[src/anr_pkg.sv]
// Shared constants and carriers for the auto-negotiation ability registers
package anr_pkg;
	// Bus geometry
	localparam int ANR_ADDR_W = 8;
	localparam int ANR_DATA_W = 32;
	localparam int ANR_REG_W = 16;

	// Register indices; byte address is four times the index
	localparam logic [5:0] ANR_IDX_ADVERT = 6'h04;
	localparam logic [5:0] ANR_IDX_PARTNER = 6'h05;
	localparam logic [5:0] ANR_IDX_PAGE_STS = 6'h06;

	// Field positions, shared by both ability words; the page-received bit is in the page status word
	localparam int ANR_BIT_NEXT_PAGE = 15;
	localparam int ANR_BIT_ACK = 14;
	localparam int ANR_BIT_RFAULT = 13;
	localparam int ANR_BIT_PAUSE = 10;
	localparam int ANR_BIT_T4 = 9;
	localparam int ANR_BIT_TX_FD = 8;
	localparam int ANR_BIT_TX_HD = 7;
	localparam int ANR_BIT_T_FD = 6;
	localparam int ANR_BIT_T_HD = 5;
	localparam int ANR_SEL_HI = 4;
	localparam int ANR_SEL_LO = 0;
	localparam int ANR_BIT_PAGE_RCVD = 0;

	// Selector encodings
	localparam logic [4:0] ANR_SEL_IEEE8023 = 5'h01;
	localparam logic [4:0] ANR_SEL_IEEE8029 = 5'h02;

	// Reset values and access masks
	localparam logic [15:0] ANR_ADV_RESET = 16'h0001;
	localparam logic [15:0] ANR_ADV_WR_MASK = 16'h27ff;
	localparam logic [15:0] ANR_LP_MASK = 16'he7ff;
	localparam logic [15:0] ANR_LP_RESET = 16'h0000;

	// Identical words needed before a page counts as received
	localparam logic [1:0] ANR_PAGE_MATCHES = 2'h3;

	// AXI responses
	localparam logic [1:0] ANR_RESP_OKAY = 2'h0;
	localparam logic [1:0] ANR_RESP_SLVERR = 2'h2;

	// Write channel states
	typedef enum logic [1:0] {
		ANR_WR_IDLE = 2'b00,
		ANR_WR_HAVE_AW = 2'b01,
		ANR_WR_HAVE_W = 2'b10,
		ANR_WR_RESP = 2'b11
	} anr_wr_state_t;

	// Configuration strap pins, raw from the package balls
	typedef struct packed {
		logic duplex_strap_pin;
		logic speed100_strap_pin;
		logic speed10_strap_pin;
	} anr_straps_t;

	// Link code word from the negotiation receiver
	typedef struct packed {
		logic valid;
		logic [15:0] word;
	} anr_lcw_t;
endpackage

[src/anr_ability_regs.sv]
// Design decision made here: the AXI4-Lite slave port.
`timescale 1ns/100ps
// What this block does
// - Writable pause advert bit ten, default zero
// - Writable T4 advert bit nine, default zero
// - Writable technology advert bits eight to five
// - TX full-duplex default: duplex strap AND 100 strap
// - TX half-duplex default: 100 speed strap
// - 10M full-duplex default: duplex strap AND 10 strap
// - 10M half-duplex default: 10 speed strap
// - Writable selector field, default 802.3 code
// - Writable remote fault bit thirteen, default zero
// - Partner next page readable; local next page zero
// - Partner acknowledge readable at bit fourteen
// - Partner pause and remote fault readable
// - Partner technology abilities readable, bits nine-five
// - Partner selector code readable in bits four-zero
// - Page after three identical words, latched until read
module anr_ability_regs (
	// Clock, reset, enable
	input wire logic clk,
	input wire logic rst,
	input wire logic ce,
	// Strap pins, asynchronous to clk
	input wire anr_pkg::anr_straps_t straps,
	// Link code words from the negotiation receiver, same clock
	input wire anr_pkg::anr_lcw_t lcw_in,
	// Results toward the negotiation logic
	output logic [15:0] adv_word,
	output logic page_rcvd,
	// AXI4-Lite write address
	input wire logic s_axi_awvalid,
	output logic s_axi_awready,
	input wire logic [7:0] s_axi_awaddr,
	input wire logic [2:0] s_axi_awprot,
	// AXI4-Lite write data
	input wire logic s_axi_wvalid,
	output logic s_axi_wready,
	input wire logic [31:0] s_axi_wdata,
	input wire logic [3:0] s_axi_wstrb,
	// AXI4-Lite write response
	output logic s_axi_bvalid,
	input wire logic s_axi_bready,
	output logic [1:0] s_axi_bresp,
	// AXI4-Lite read address
	input wire logic s_axi_arvalid,
	output logic s_axi_arready,
	input wire logic [7:0] s_axi_araddr,
	input wire logic [2:0] s_axi_arprot,
	// AXI4-Lite read data
	output logic s_axi_rvalid,
	input wire logic s_axi_rready,
	output logic [31:0] s_axi_rdata,
	output logic [1:0] s_axi_rresp
);
	import anr_pkg::*;

	// Strap synchronisers; first stage feeds only the second
	anr_straps_t strap_meta_r;
	anr_straps_t strap_sync_r;
	// One-shot strap load after reset release
	logic strap_load_r;

	// Architectural registers
	logic [15:0] adv_r; // Local advertisement
	logic [15:0] adv_nxt;
	logic [15:0] lp_r; // Partner ability
	logic [15:0] lp_nxt;
	logic page_rcvd_r; // Sticky page-received flag
	logic page_rcvd_nxt;

	// Consecutive-word matcher
	logic [15:0] last_word_r;
	logic [1:0] match_cnt_r;
	logic [1:0] match_cnt_nxt;

	// Write channel state and captured halves
	anr_wr_state_t wr_state_r;
	anr_wr_state_t wr_state_nxt;
	logic [7:0] awaddr_r;
	logic [31:0] wdata_r;
	logic [3:0] wstrb_r;
	logic [1:0] bresp_r;

	// Read channel holding registers
	logic rvalid_r;
	logic [31:0] rdata_r;
	logic [1:0] rresp_r;

	// Handshake terms
	wire aw_fire;
	wire w_fire;
	wire ar_fire;
	wire wr_commit;
	// Effective write operands once both halves are present
	wire [7:0] wr_addr;
	wire [31:0] wr_data;
	wire [3:0] wr_strb;
	wire [15:0] wr_be;
	// Write decode
	wire wr_hit_adv;
	wire wr_mapped;
	wire adv_we;
	// Read decode
	wire rd_hit_adv;
	wire rd_hit_lp;
	wire rd_hit_sts;
	wire rd_mapped;
	wire rd_clr_page;
	wire [31:0] rd_mux;
	// Word matcher terms
	wire same_word;
	wire page_done;
	// Strap-derived technology defaults
	wire [3:0] strap_tech;

	// Protection bits carry no meaning for these registers
	wire unused_prot;
	assign unused_prot = ^{s_axi_awprot, s_axi_arprot};

	// Ready only while enabled, so a frozen block never swallows a beat
	assign s_axi_awready = ce && (wr_state_r == ANR_WR_IDLE || wr_state_r == ANR_WR_HAVE_W);
	assign s_axi_wready = ce && (wr_state_r == ANR_WR_IDLE || wr_state_r == ANR_WR_HAVE_AW);
	assign s_axi_bvalid = (wr_state_r == ANR_WR_RESP);
	assign s_axi_bresp = bresp_r;
	assign s_axi_arready = ce && !rvalid_r;
	assign s_axi_rvalid = rvalid_r;
	assign s_axi_rdata = rdata_r;
	assign s_axi_rresp = rresp_r;

	assign aw_fire = s_axi_awvalid && s_axi_awready;
	assign w_fire = s_axi_wvalid && s_axi_wready;
	assign ar_fire = s_axi_arvalid && s_axi_arready;

	// Commit when the second half arrives, or both in one beat
	assign wr_commit = (wr_state_r == ANR_WR_IDLE && aw_fire && w_fire) ||
		(wr_state_r == ANR_WR_HAVE_AW && w_fire) ||
		(wr_state_r == ANR_WR_HAVE_W && aw_fire);

	// Pick the live channel or the captured copy
	assign wr_addr = (wr_state_r == ANR_WR_HAVE_AW) ? awaddr_r : s_axi_awaddr;
	assign wr_data = (wr_state_r == ANR_WR_HAVE_W) ? wdata_r : s_axi_wdata;
	assign wr_strb = (wr_state_r == ANR_WR_HAVE_W) ? wstrb_r : s_axi_wstrb;
	// Only the two low byte lanes reach the 16-bit registers
	assign wr_be = {{8{wr_strb[1]}}, {8{wr_strb[0]}}};

	// Write decode on the word index
	assign wr_hit_adv = (wr_addr[7:2] == ANR_IDX_ADVERT);
	assign wr_mapped = wr_hit_adv || (wr_addr[7:2] == ANR_IDX_PARTNER) ||
		(wr_addr[7:2] == ANR_IDX_PAGE_STS);
	assign adv_we = wr_commit && wr_hit_adv;

	// Read decode
	assign rd_hit_adv = (s_axi_araddr[7:2] == ANR_IDX_ADVERT);
	assign rd_hit_lp = (s_axi_araddr[7:2] == ANR_IDX_PARTNER);
	assign rd_hit_sts = (s_axi_araddr[7:2] == ANR_IDX_PAGE_STS);
	assign rd_mapped = rd_hit_adv || rd_hit_lp || rd_hit_sts;
	assign rd_clr_page = ar_fire && rd_hit_sts;

	// Upper bits and unmapped words read as zero
	assign rd_mux = rd_hit_adv ? {16'h0000, adv_r} :
		rd_hit_lp ? {16'h0000, lp_r} :
		rd_hit_sts ? {31'h00000000, page_rcvd_r} :
		32'h00000000;

	// Default technology bits, in field order TX FD, TX HD, 10 FD, 10 HD
	assign strap_tech = {
		strap_sync_r.duplex_strap_pin & strap_sync_r.speed100_strap_pin,
		strap_sync_r.speed100_strap_pin,
		strap_sync_r.duplex_strap_pin & strap_sync_r.speed10_strap_pin,
		strap_sync_r.speed10_strap_pin
	};

	// Three identical consecutive words make a page
	assign same_word = (lcw_in.word == last_word_r) && (match_cnt_r != 2'h0);
	assign page_done = lcw_in.valid && same_word &&
		(match_cnt_r == ANR_PAGE_MATCHES - 2'h1);

	// Results toward negotiation logic come straight from flops
	assign adv_word = adv_r;
	assign page_rcvd = page_rcvd_r;

	// Strap synchronisers run through reset so straps settle meanwhile
	// No reset on these stages: straps are static levels, and a reset
	// here would only delay the first clean sample after release
	always_ff @(posedge clk) begin
		if (ce) begin
			strap_meta_r <= straps;
			strap_sync_r <= strap_meta_r;
		end
	end

	// Advertisement next value
	always_comb begin
		adv_nxt = adv_r;
		// Straps load once, on the first enabled cycle after release
		if (strap_load_r) begin
			adv_nxt[ANR_BIT_TX_FD:ANR_BIT_T_HD] = strap_tech;
		end
		// Software write merges only the writable bits under byte enables
		if (adv_we) begin
			adv_nxt = (adv_nxt & ~(ANR_ADV_WR_MASK & wr_be)) |
				(wr_data[15:0] & ANR_ADV_WR_MASK & wr_be);
		end
		// Next page and reserved bits stay zero whatever is written
		adv_nxt = adv_nxt & ANR_ADV_WR_MASK;
	end

	// Partner word and page flag next values
	always_comb begin
		lp_nxt = lp_r;
		// Only a confirmed page updates the partner view
		if (page_done) begin
			lp_nxt = lcw_in.word & ANR_LP_MASK;
		end
		// A new page beats a clearing read in the same cycle
		page_rcvd_nxt = page_done || (page_rcvd_r && !rd_clr_page);
	end

	// Match counter saturates; a different word restarts at one
	always_comb begin
		match_cnt_nxt = match_cnt_r;
		if (lcw_in.valid) begin
			if (!same_word) begin
				match_cnt_nxt = 2'h1;
			end else if (match_cnt_r != ANR_PAGE_MATCHES) begin
				match_cnt_nxt = match_cnt_r + 2'h1;
			end
		end
	end

	// Write channel sequencing
	always_comb begin
		wr_state_nxt = wr_state_r;
		case (wr_state_r)
			ANR_WR_IDLE: begin
				if (aw_fire && w_fire) begin
					wr_state_nxt = ANR_WR_RESP;
				end else if (aw_fire) begin
					wr_state_nxt = ANR_WR_HAVE_AW;
				end else if (w_fire) begin
					wr_state_nxt = ANR_WR_HAVE_W;
				end
			end
			ANR_WR_HAVE_AW: begin
				if (w_fire) begin
					wr_state_nxt = ANR_WR_RESP;
				end
			end
			ANR_WR_HAVE_W: begin
				if (aw_fire) begin
					wr_state_nxt = ANR_WR_RESP;
				end
			end
			ANR_WR_RESP: begin
				if (s_axi_bready) begin
					wr_state_nxt = ANR_WR_IDLE;
				end
			end
			default: begin
				wr_state_nxt = ANR_WR_IDLE;
			end
		endcase
	end

	// Ability registers and strap load flag
	always_ff @(posedge clk) begin
		if (rst) begin
			adv_r <= ANR_ADV_RESET;
			lp_r <= ANR_LP_RESET;
			page_rcvd_r <= 1'b0;
			strap_load_r <= 1'b1;
		end else if (ce) begin
			adv_r <= adv_nxt;
			lp_r <= lp_nxt;
			page_rcvd_r <= page_rcvd_nxt;
			strap_load_r <= 1'b0;
		end
	end

	// Word matcher history
	always_ff @(posedge clk) begin
		if (rst) begin
			last_word_r <= 16'h0000;
			match_cnt_r <= 2'h0;
		end else if (ce) begin
			if (lcw_in.valid) begin
				last_word_r <= lcw_in.word;
			end
			match_cnt_r <= match_cnt_nxt;
		end
	end

	// Write state and response code
	always_ff @(posedge clk) begin
		if (rst) begin
			wr_state_r <= ANR_WR_IDLE;
			bresp_r <= ANR_RESP_OKAY;
		end else if (ce) begin
			wr_state_r <= wr_state_nxt;
			// Read-only words accept and ignore; holes answer an error
			if (wr_commit) begin
				bresp_r <= wr_mapped ? ANR_RESP_OKAY : ANR_RESP_SLVERR;
			end
		end
	end

	// Hold whichever half arrives first
	always_ff @(posedge clk) begin
		if (rst) begin
			awaddr_r <= 8'h00;
			wdata_r <= 32'h00000000;
			wstrb_r <= 4'h0;
		end else if (ce) begin
			if (aw_fire) begin
				awaddr_r <= s_axi_awaddr;
			end
			if (w_fire) begin
				wdata_r <= s_axi_wdata;
				wstrb_r <= s_axi_wstrb;
			end
		end
	end

	// Read data is captured at the address beat and held until taken
	always_ff @(posedge clk) begin
		if (rst) begin
			rvalid_r <= 1'b0;
			rdata_r <= 32'h00000000;
			rresp_r <= ANR_RESP_OKAY;
		end else if (ce) begin
			if (ar_fire) begin
				rvalid_r <= 1'b1;
				rdata_r <= rd_mux;
				rresp_r <= rd_mapped ? ANR_RESP_OKAY : ANR_RESP_SLVERR;
			end else if (s_axi_rready) begin
				rvalid_r <= 1'b0;
			end
		end
	end
endmodule

[config.mk]
export PLATFORM = sky130hd
export DESIGN_NAME = anr_ability_regs
export DESIGN_NICKNAME = d
export VERILOG_FILES = /design/src/anr_pkg.sv /design/src/anr_ability_regs.sv
export SDC_FILE = /design/constraint.sdc
export NUM_CORES = 1
export LEC_CHECK = 0
export BUFFER_PORTS_ARGS = -buffer_cell sky130_fd_sc_hd__buf_2
export CAP_MARGIN = 20
export CORE_MARGIN = 3
export CORE_UTILIZATION = 40
export CTS_BUF_LIST = sky130_fd_sc_hd__clkbuf_4
export CTS_CLUSTER_DIAMETER = 100
export CTS_CLUSTER_SIZE = 40
export DETAILED_ROUTE_END_ITERATION = 8
export GPL_TIMING_DRIVEN = 0
export PLACE_DENSITY_LB_ADDON = 0.08
export SETUP_SLACK_MARGIN = 0.2
export SKIP_CTS_REPAIR_TIMING = 1
export SYNTH_ARGS = -nofsm -noshare
export SYNTH_HDL_FRONTEND = slang
export SYNTH_SLANG_ARGS = --single-unit
[constraint.sdc]
create_clock -name clk -period 4.05 [get_ports clk]
set_input_delay 0.81 -clock clk [delete_from_list [all_inputs] [get_ports clk]]
set_output_delay 0.81 -clock clk [all_outputs]
set_load 0.05 [all_outputs]
==> results.json, run 1 <==
{
  "outcome": "finished clean",
  "drt_iter0_markers": 218,
  "worstPathRequired_ns": 3.24,
  "finClkSkew_ns": 0.0134,
  "internal-power_uw": 1300,
  "drive_gt1_share_pct": 22.9,
  "ys.flop_type": "dfxtp_1",
  "critical_path_class": "in -> out",
  "critPathCaptureType": "primary output",
  "synth_most_common_cell": "dfxtp_1",
  "p_sw_uw": 655,
  "yosysTopAreaCell": "dfxtp_1",
  "die-area_sq_um": 11700,
  "crit_fanout": 11,
  "grt-ovfl-total": 0,
  "r2r_setup_slack_ns": 1.39,
  "period_needed_ns": 3.01,
  "finalMaxSlewViolations": 0,
  "yosys-top-cells-area": "dfxtp_1 (41%), nand2_1 (6.7%), a21oi_1 (6.3%)",
  "path_common_cell": "buf_2",
  "synth_edf_count": 6,
  "die_h_um": 108,
  "clockBufferDepth": 2,
  "yosysWarnings": 0,
  "multiInputGateArea_sq_um": 2050,
  "drc_errors": 0,
  "critical-path-slowest-cell": "buf_1",
  "power_density_nw_per_um2": 391,
  "die_width_um": 108,
  "cp_cell_sequence": "buf_2 > buf_1 > inv_1 > nor2_1 > buf_2",
  "min_path_type": "reg -> reg",
  "async_flop_share_pct": 0,
  "max_freq_ghz": 0.332,
  "netlist_area_sq_um": 4180,
  "combinationalPowerShare_pct": 24.6,
  "cts-root-buf": "clkbuf_4",
  "portBuffers": 87,
  "switching_share_pct": 33.4,
  "numCtsBuffers": 9,
  "grt_usage_pct": 19.0,
  "leakage_uw": 0.00206,
  "grt_pass1_vias": 3441,
  "n_fill_cell": 1030,
  "synthDistinctLibCells": 52,
  "dpl.hpwl_um": 8290,
  "finalPower_uw": 1960,
  "vias": 3696,
  "finalHoldViolCount": 0,
  "placed_cell_area_sq_um": 4870,
  "ctsHtreeMaxLevel": 3,
  "initial_core_util_pct": 42.0,
  "syn_area_per_cell_sq_um": 8.78,
  "grt_antenna_before_repair": 1,
  "synth.top_cell.area_share_pct": 40.7,
  "met2_usage_pct": 29.5,
  "top_usage_layer": "met2",
  "insertion_delay_ns": 0.45,
  "postLayoutCellArea_sq_um": 5010,
  "finalSetupViolCount": 0,
  "p_seq_share_pct": 49.9,
  "hold_ws_ns": 0.436,
  "antenna_left": 0,
  "crit_arrival_ns": 2.20,
  "rows": 36,
  "nets": 691,
  "ioPinCount": 144,
  "wire_per_inst_um": 14.7,
  "cpPeakStageDelay_ns": 0.48,
  "period_share_pct": 74.4,
  "dp.cells": 719,
  "ys_seq_elements": 91,
  "worst_ir_drop_vdd_mv": 0.230,
  "tns_ns": 0,
  "clock_sinks": 91,
  "synth_common_cells": "dfxtp_1 (85), nand2_1 (75), a21oi_1 (53)",
  "rsz0062_at_grt": "no",
  "seq_area_sq_um": 1880,
  "clock_power_share_pct": 25.6,
  "use_met1_pct": 26.4,
  "grt_max_degree": 16,
  "grt_pass1_wl_um": 17400,
  "area_delta_synth_final_pct": 19.8,
  "coreArea_sq_um": 9950,
  "wl_um": 10900,
  "stdcell_count": 736,
  "cap_violations": 0,
  "cts_tree": "done",
  "critPathLaunchType": "input port",
  "slew_headroom_pct": 48.3,
  "first_pass_iters": 6,
  "syn_inst": 476,
  "clkTransAtPathRegs_ns": 0.14,
  "grtUsageMet3_pct": 3.94,
  "gp_congestion": 0.819,
  "via_per_inst": 5.02,
  "worstMarginPinSlew_ns": 0.767,
  "synth-seq-area-share_pct": 45.0
}
-- layer usage --
metal  part of all wire (%)  vias to the layer above
met2                     45                      109
met4                    1.5                        0
met3                    6.4                       16
met5                      0                        -
li1                       -                     1863
met1                     47                     1708
-- worst paths after layout --
kind | from | end | cells past startpoint
max | ce | s_axi_wready | 5
min | strap_meta_r[2] | strap_sync_r[2] | 0
max reg2reg | wr_state_r[1] | register | 9
min reg2reg | strap_meta_r[2] | strap_sync_r[2] | 0
-- sequential cells by signal (all words and copies together) (netlist names), 2 cells and up, named ones only --
register,count
adv_word,4
awaddr_r,6
last_word_r,16
lp_r,14
match_cnt_r,2
s_axi_rdata,14
strap_meta_r,3
strap_sync_r,3
wdata_r,12
wr_state_r,2
wstrb_r,2
-- layout make-up --
| class | count | share of cell area (%) |
|---|---|---|
| plain buffers | 54 | 6.17 |
| inverters | 6 | 0.450 |
| flip-flops and latches | 91 | 37.6 |
| multi-input cells | 348 | 41.0 |
| well taps | 133 | 3.32 |
| clock inverters | 7 | 1.35 |
| repair buffers | 87 | 8.70 |
| diodes | 1 | 0.0500 |
| clock buffers | 9 | 1.35 |
-- cells by family after synthesis --
kind of cell / after synthesis / share of synthesized area (%)
simple gates: 167 / 18.8
compound gates: 112 / 17.4
flops: 91 / 45.0
buf+inv: 60 / 7.93
mux: 21 / 5.06
xor+xnor: 16 / 3.35
fa+ha+maj: 8 / 2.39
other cells: 1 / 0.0897
-- through the flow --
stage          worst slack [ns]  util [%]
6_report                   1.04      50.3
3_3_place_gp               1.04      48.9
3_5_place_dp               1.01      48.9
2_1_floorplan              1.17         -
4_1_cts                    1.00      50.3
5_1_grt                   0.865      50.3
-- power by group through the flow --
| stage | clock, uW | sequential [uW] | combinational [uW] |
|---|---|---|---|
| 3_3_place_gp | 0 | 996 | 476 |
| 2_1_floorplan | 0 | 1010 | 346 |
| 4_1_cts | 518 | 978 | 484 |
| 5_1_grt | 560 | 985 | 526 |
| 3_5_place_dp | 0 | 997 | 483 |
| 6_report | 501 | 977 | 481 |
-- cell usage in the layout (no fill, tap or decap), drive strengths merged, types with 4 or more instances in the layout --
cell type,count
nand2,75
dfxtp,85
xor2,16
inv,7
nor2,40
mux2i,20
edfxtp,6
a211oi,11
clkinv,4
a222oi,11
nand3,17
ha,8
nor2b,4
a211o,4
nor4,5
o22a,4
o21ai,17
buf,120
conb,24
clkbuf,30
a21oi,53
nor3,8
-- critical path: cells and delay by family --
family                 cells  cell delay (ns)
buffers and inverters      4             1.20
and+or+nand+nor            1             0.18
No activity file was read; power rests on OpenSTA's default activity.
==> run 2, diff against run 1 <==
==> constraint.sdc (replaced) <==
create_clock -name clk -period 2.74 [get_ports clk]
set_input_delay 0.548 -clock clk [delete_from_list [all_inputs] [get_ports clk]]
set_output_delay 0.548 -clock clk [all_outputs]
set_load 0.05 [all_outputs]
==> run 2 against run 1 <==
Die area is the same. First-iteration DRC count fell by 11%. Clock skew grew 0.0058 ns. Power is 46% higher. Via count is 1.1% lower. Wire length down 0.65%. Cell count increased by 0.41%. Non-clock buffer count is 4 higher. Critical path type is now reg -> reg. Largest cell class unchanged.
==> results.json, run 2 (synthesis results as in run 1) <==
{
  "outcome": "finished clean",
  "initial_core_util_pct": 42.0,
  "rows": 36,
  "finalSetupViolCount": 0,
  "rsz0062_at_grt": "yes",
  "gp_congestion": 0.807,
  "numCtsBuffers": 9,
  "area_delta_synth_final_pct": 20.4,
  "drive_gt1_share_pct": 24.3,
  "internal-power_uw": 1860,
  "regMostFlops": "last_word_r",
  "wl_um": 10800,
  "worstPathRequired_ns": 3.12,
  "cap_violations": 0,
  "die_h_um": 108,
  "clkTransAtPathRegs_ns": 0.16,
  "insertion_delay_ns": 0.44,
  "coreArea_sq_um": 9950,
  "period_share_pct": 87.6,
  "leakage_uw": 0.00209,
  "portBuffers": 87,
  "finalHoldViolCount": 0,
  "drt_iter0_markers": 193,
  "wire_per_inst_um": 14.6,
  "switching_share_pct": 35.1,
  "worstMarginPinSlew_ns": 0.721,
  "cts-root-buf": "clkbuf_4",
  "die_width_um": 108,
  "grt-ovfl-total": 0,
  "critPathLaunchType": "register",
  "critical_path_class": "reg -> reg",
  "crit_buf_inv": 3,
  "dpl.hpwl_um": 8210,
  "critPathTopFamily": "simple AND/OR/NAND/NOR gates",
  "clockBufferDepth": 2,
  "min_path_type": "in -> reg",
  "p_seq_share_pct": 50.4,
  "grt_antenna_before_repair": 0,
  "largest_reg_flops": 16,
  "cts_tree": "done",
  "first_pass_iters": 4,
  "via_per_inst": 4.94,
  "critical-path-slowest-cell": "or4b_1",
  "grt_pass1_wl_um": 17300,
  "tns_ns": 0,
  "cpPeakStageDelay_ns": 0.47,
  "antenna_left": 0,
  "clock_power_share_pct": 24.5,
  "clock_sinks": 91,
  "placed_cell_area_sq_um": 4870,
  "ctsHtreeMaxLevel": 3,
  "cp_cell_sequence": "inv_1 > ha_1 > buf_6 > or4b_1 > o22a_2 > nor4_4 > buf_4 > nor2_1 > a211oi_1",
  "layout_commonest_cell": "buf_2",
  "drc_errors": 0,
  "postLayoutCellArea_sq_um": 5030,
  "die-area_sq_um": 11700,
  "critPathCaptureType": "register",
  "grt_usage_pct": 18.9,
  "grt_pass1_vias": 3434,
  "max_freq_ghz": 0.417,
  "period_needed_ns": 2.40,
  "final_cell_mix": "buf_2 (88), dfxtp_1 (85), nand2_1 (75)",
  "slew_headroom_pct": 51.9,
  "ioPinCount": 144,
  "p_sw_uw": 1010,
  "worst_ir_drop_vdd_mv": 0.405,
  "antenna-diode-count": 0,
  "combinationalPowerShare_pct": 25.1,
  "crit_arrival_ns": 2.78,
  "nets": 695,
  "power_density_nw_per_um2": 569,
  "grt_max_degree": 18,
  "crit_fanout": 10,
  "finalMaxSlewViolations": 0,
  "finClkSkew_ns": 0.0191,
  "vias": 3654
}
==> run 2: power by group through the flow <==
| stage | sequential (uW) | clock [uW] | combinational (uW) |
|---|---|---|---|
| 2_1_floorplan | 1500 | 0 | 512 |
| 3_3_place_gp | 1470 | 0 | 705 |
| 3_5_place_dp | 1470 | 0 | 716 |
| 4_1_cts | 1450 | 731 | 720 |
| 5_1_grt | 1460 | 780 | 786 |
| 6_report | 1440 | 702 | 718 |
==> run 2: layout make-up <==
class,instances,area [sq um]
Fill cell,1017,4920
Multi-Input combinational cell,348,2060
Sequential cell,91,1880
Timing Repair Buffer,91,465
Buffer,54,312
Tap cell,133,166
Clock buffer,9,67.6
Clock inverter,7,60.1
Inverter,6,22.5
==> run 2: metal layers <==
metal	vias to the layer above	track usage (%)	part of all wire (%)
li1	1876	-	-
met1	1678	26.0	48
met2	92	30.3	45
met3	8	4.42	5.7
met4	0	4.33	0.92
met5	-	0	0
==> run 2: worst reg2reg max path, cell delays in order, from the launching register on <==
cell and delay (ns):
dfxtp_1 0.41, inv_1 0.09, ha_1 0.19, buf_6 0.14
or4b_1 0.47, o22a_2 0.28, nor4_4 0.29, buf_4 0.21
nor2_1 0.05, a211oi_1 0.19
==> run 2: worst paths after layout <==
check,end,slack (ns),startpoint,depth (start not counted)
worst min-delay path,strap_meta_r[0],0.27,straps[0],1
worst min register to register,strap_sync_r[0],0.45,strap_meta_r[0],0
worst max-delay path,register,0.34,wr_state_r[1],9
worst max register to register,register,0.34,wr_state_r[1],9
==> run 2: through the flow <==
step	std cells	total power (uW)	hold WS, ns	utilization (%)	setup WS (ns)
2_1_floorplan	499	2010	0.400	-	0.256
3_3_place_gp	719	2180	0.403	48.9	0.0388
3_5_place_dp	719	2190	0.408	48.9	0.00145
4_1_cts	735	2900	0.236	50.2	0.0688
5_1_grt	739	3020	0.227	50.5	0.167
6_report	739	2860	0.269	50.5	0.341
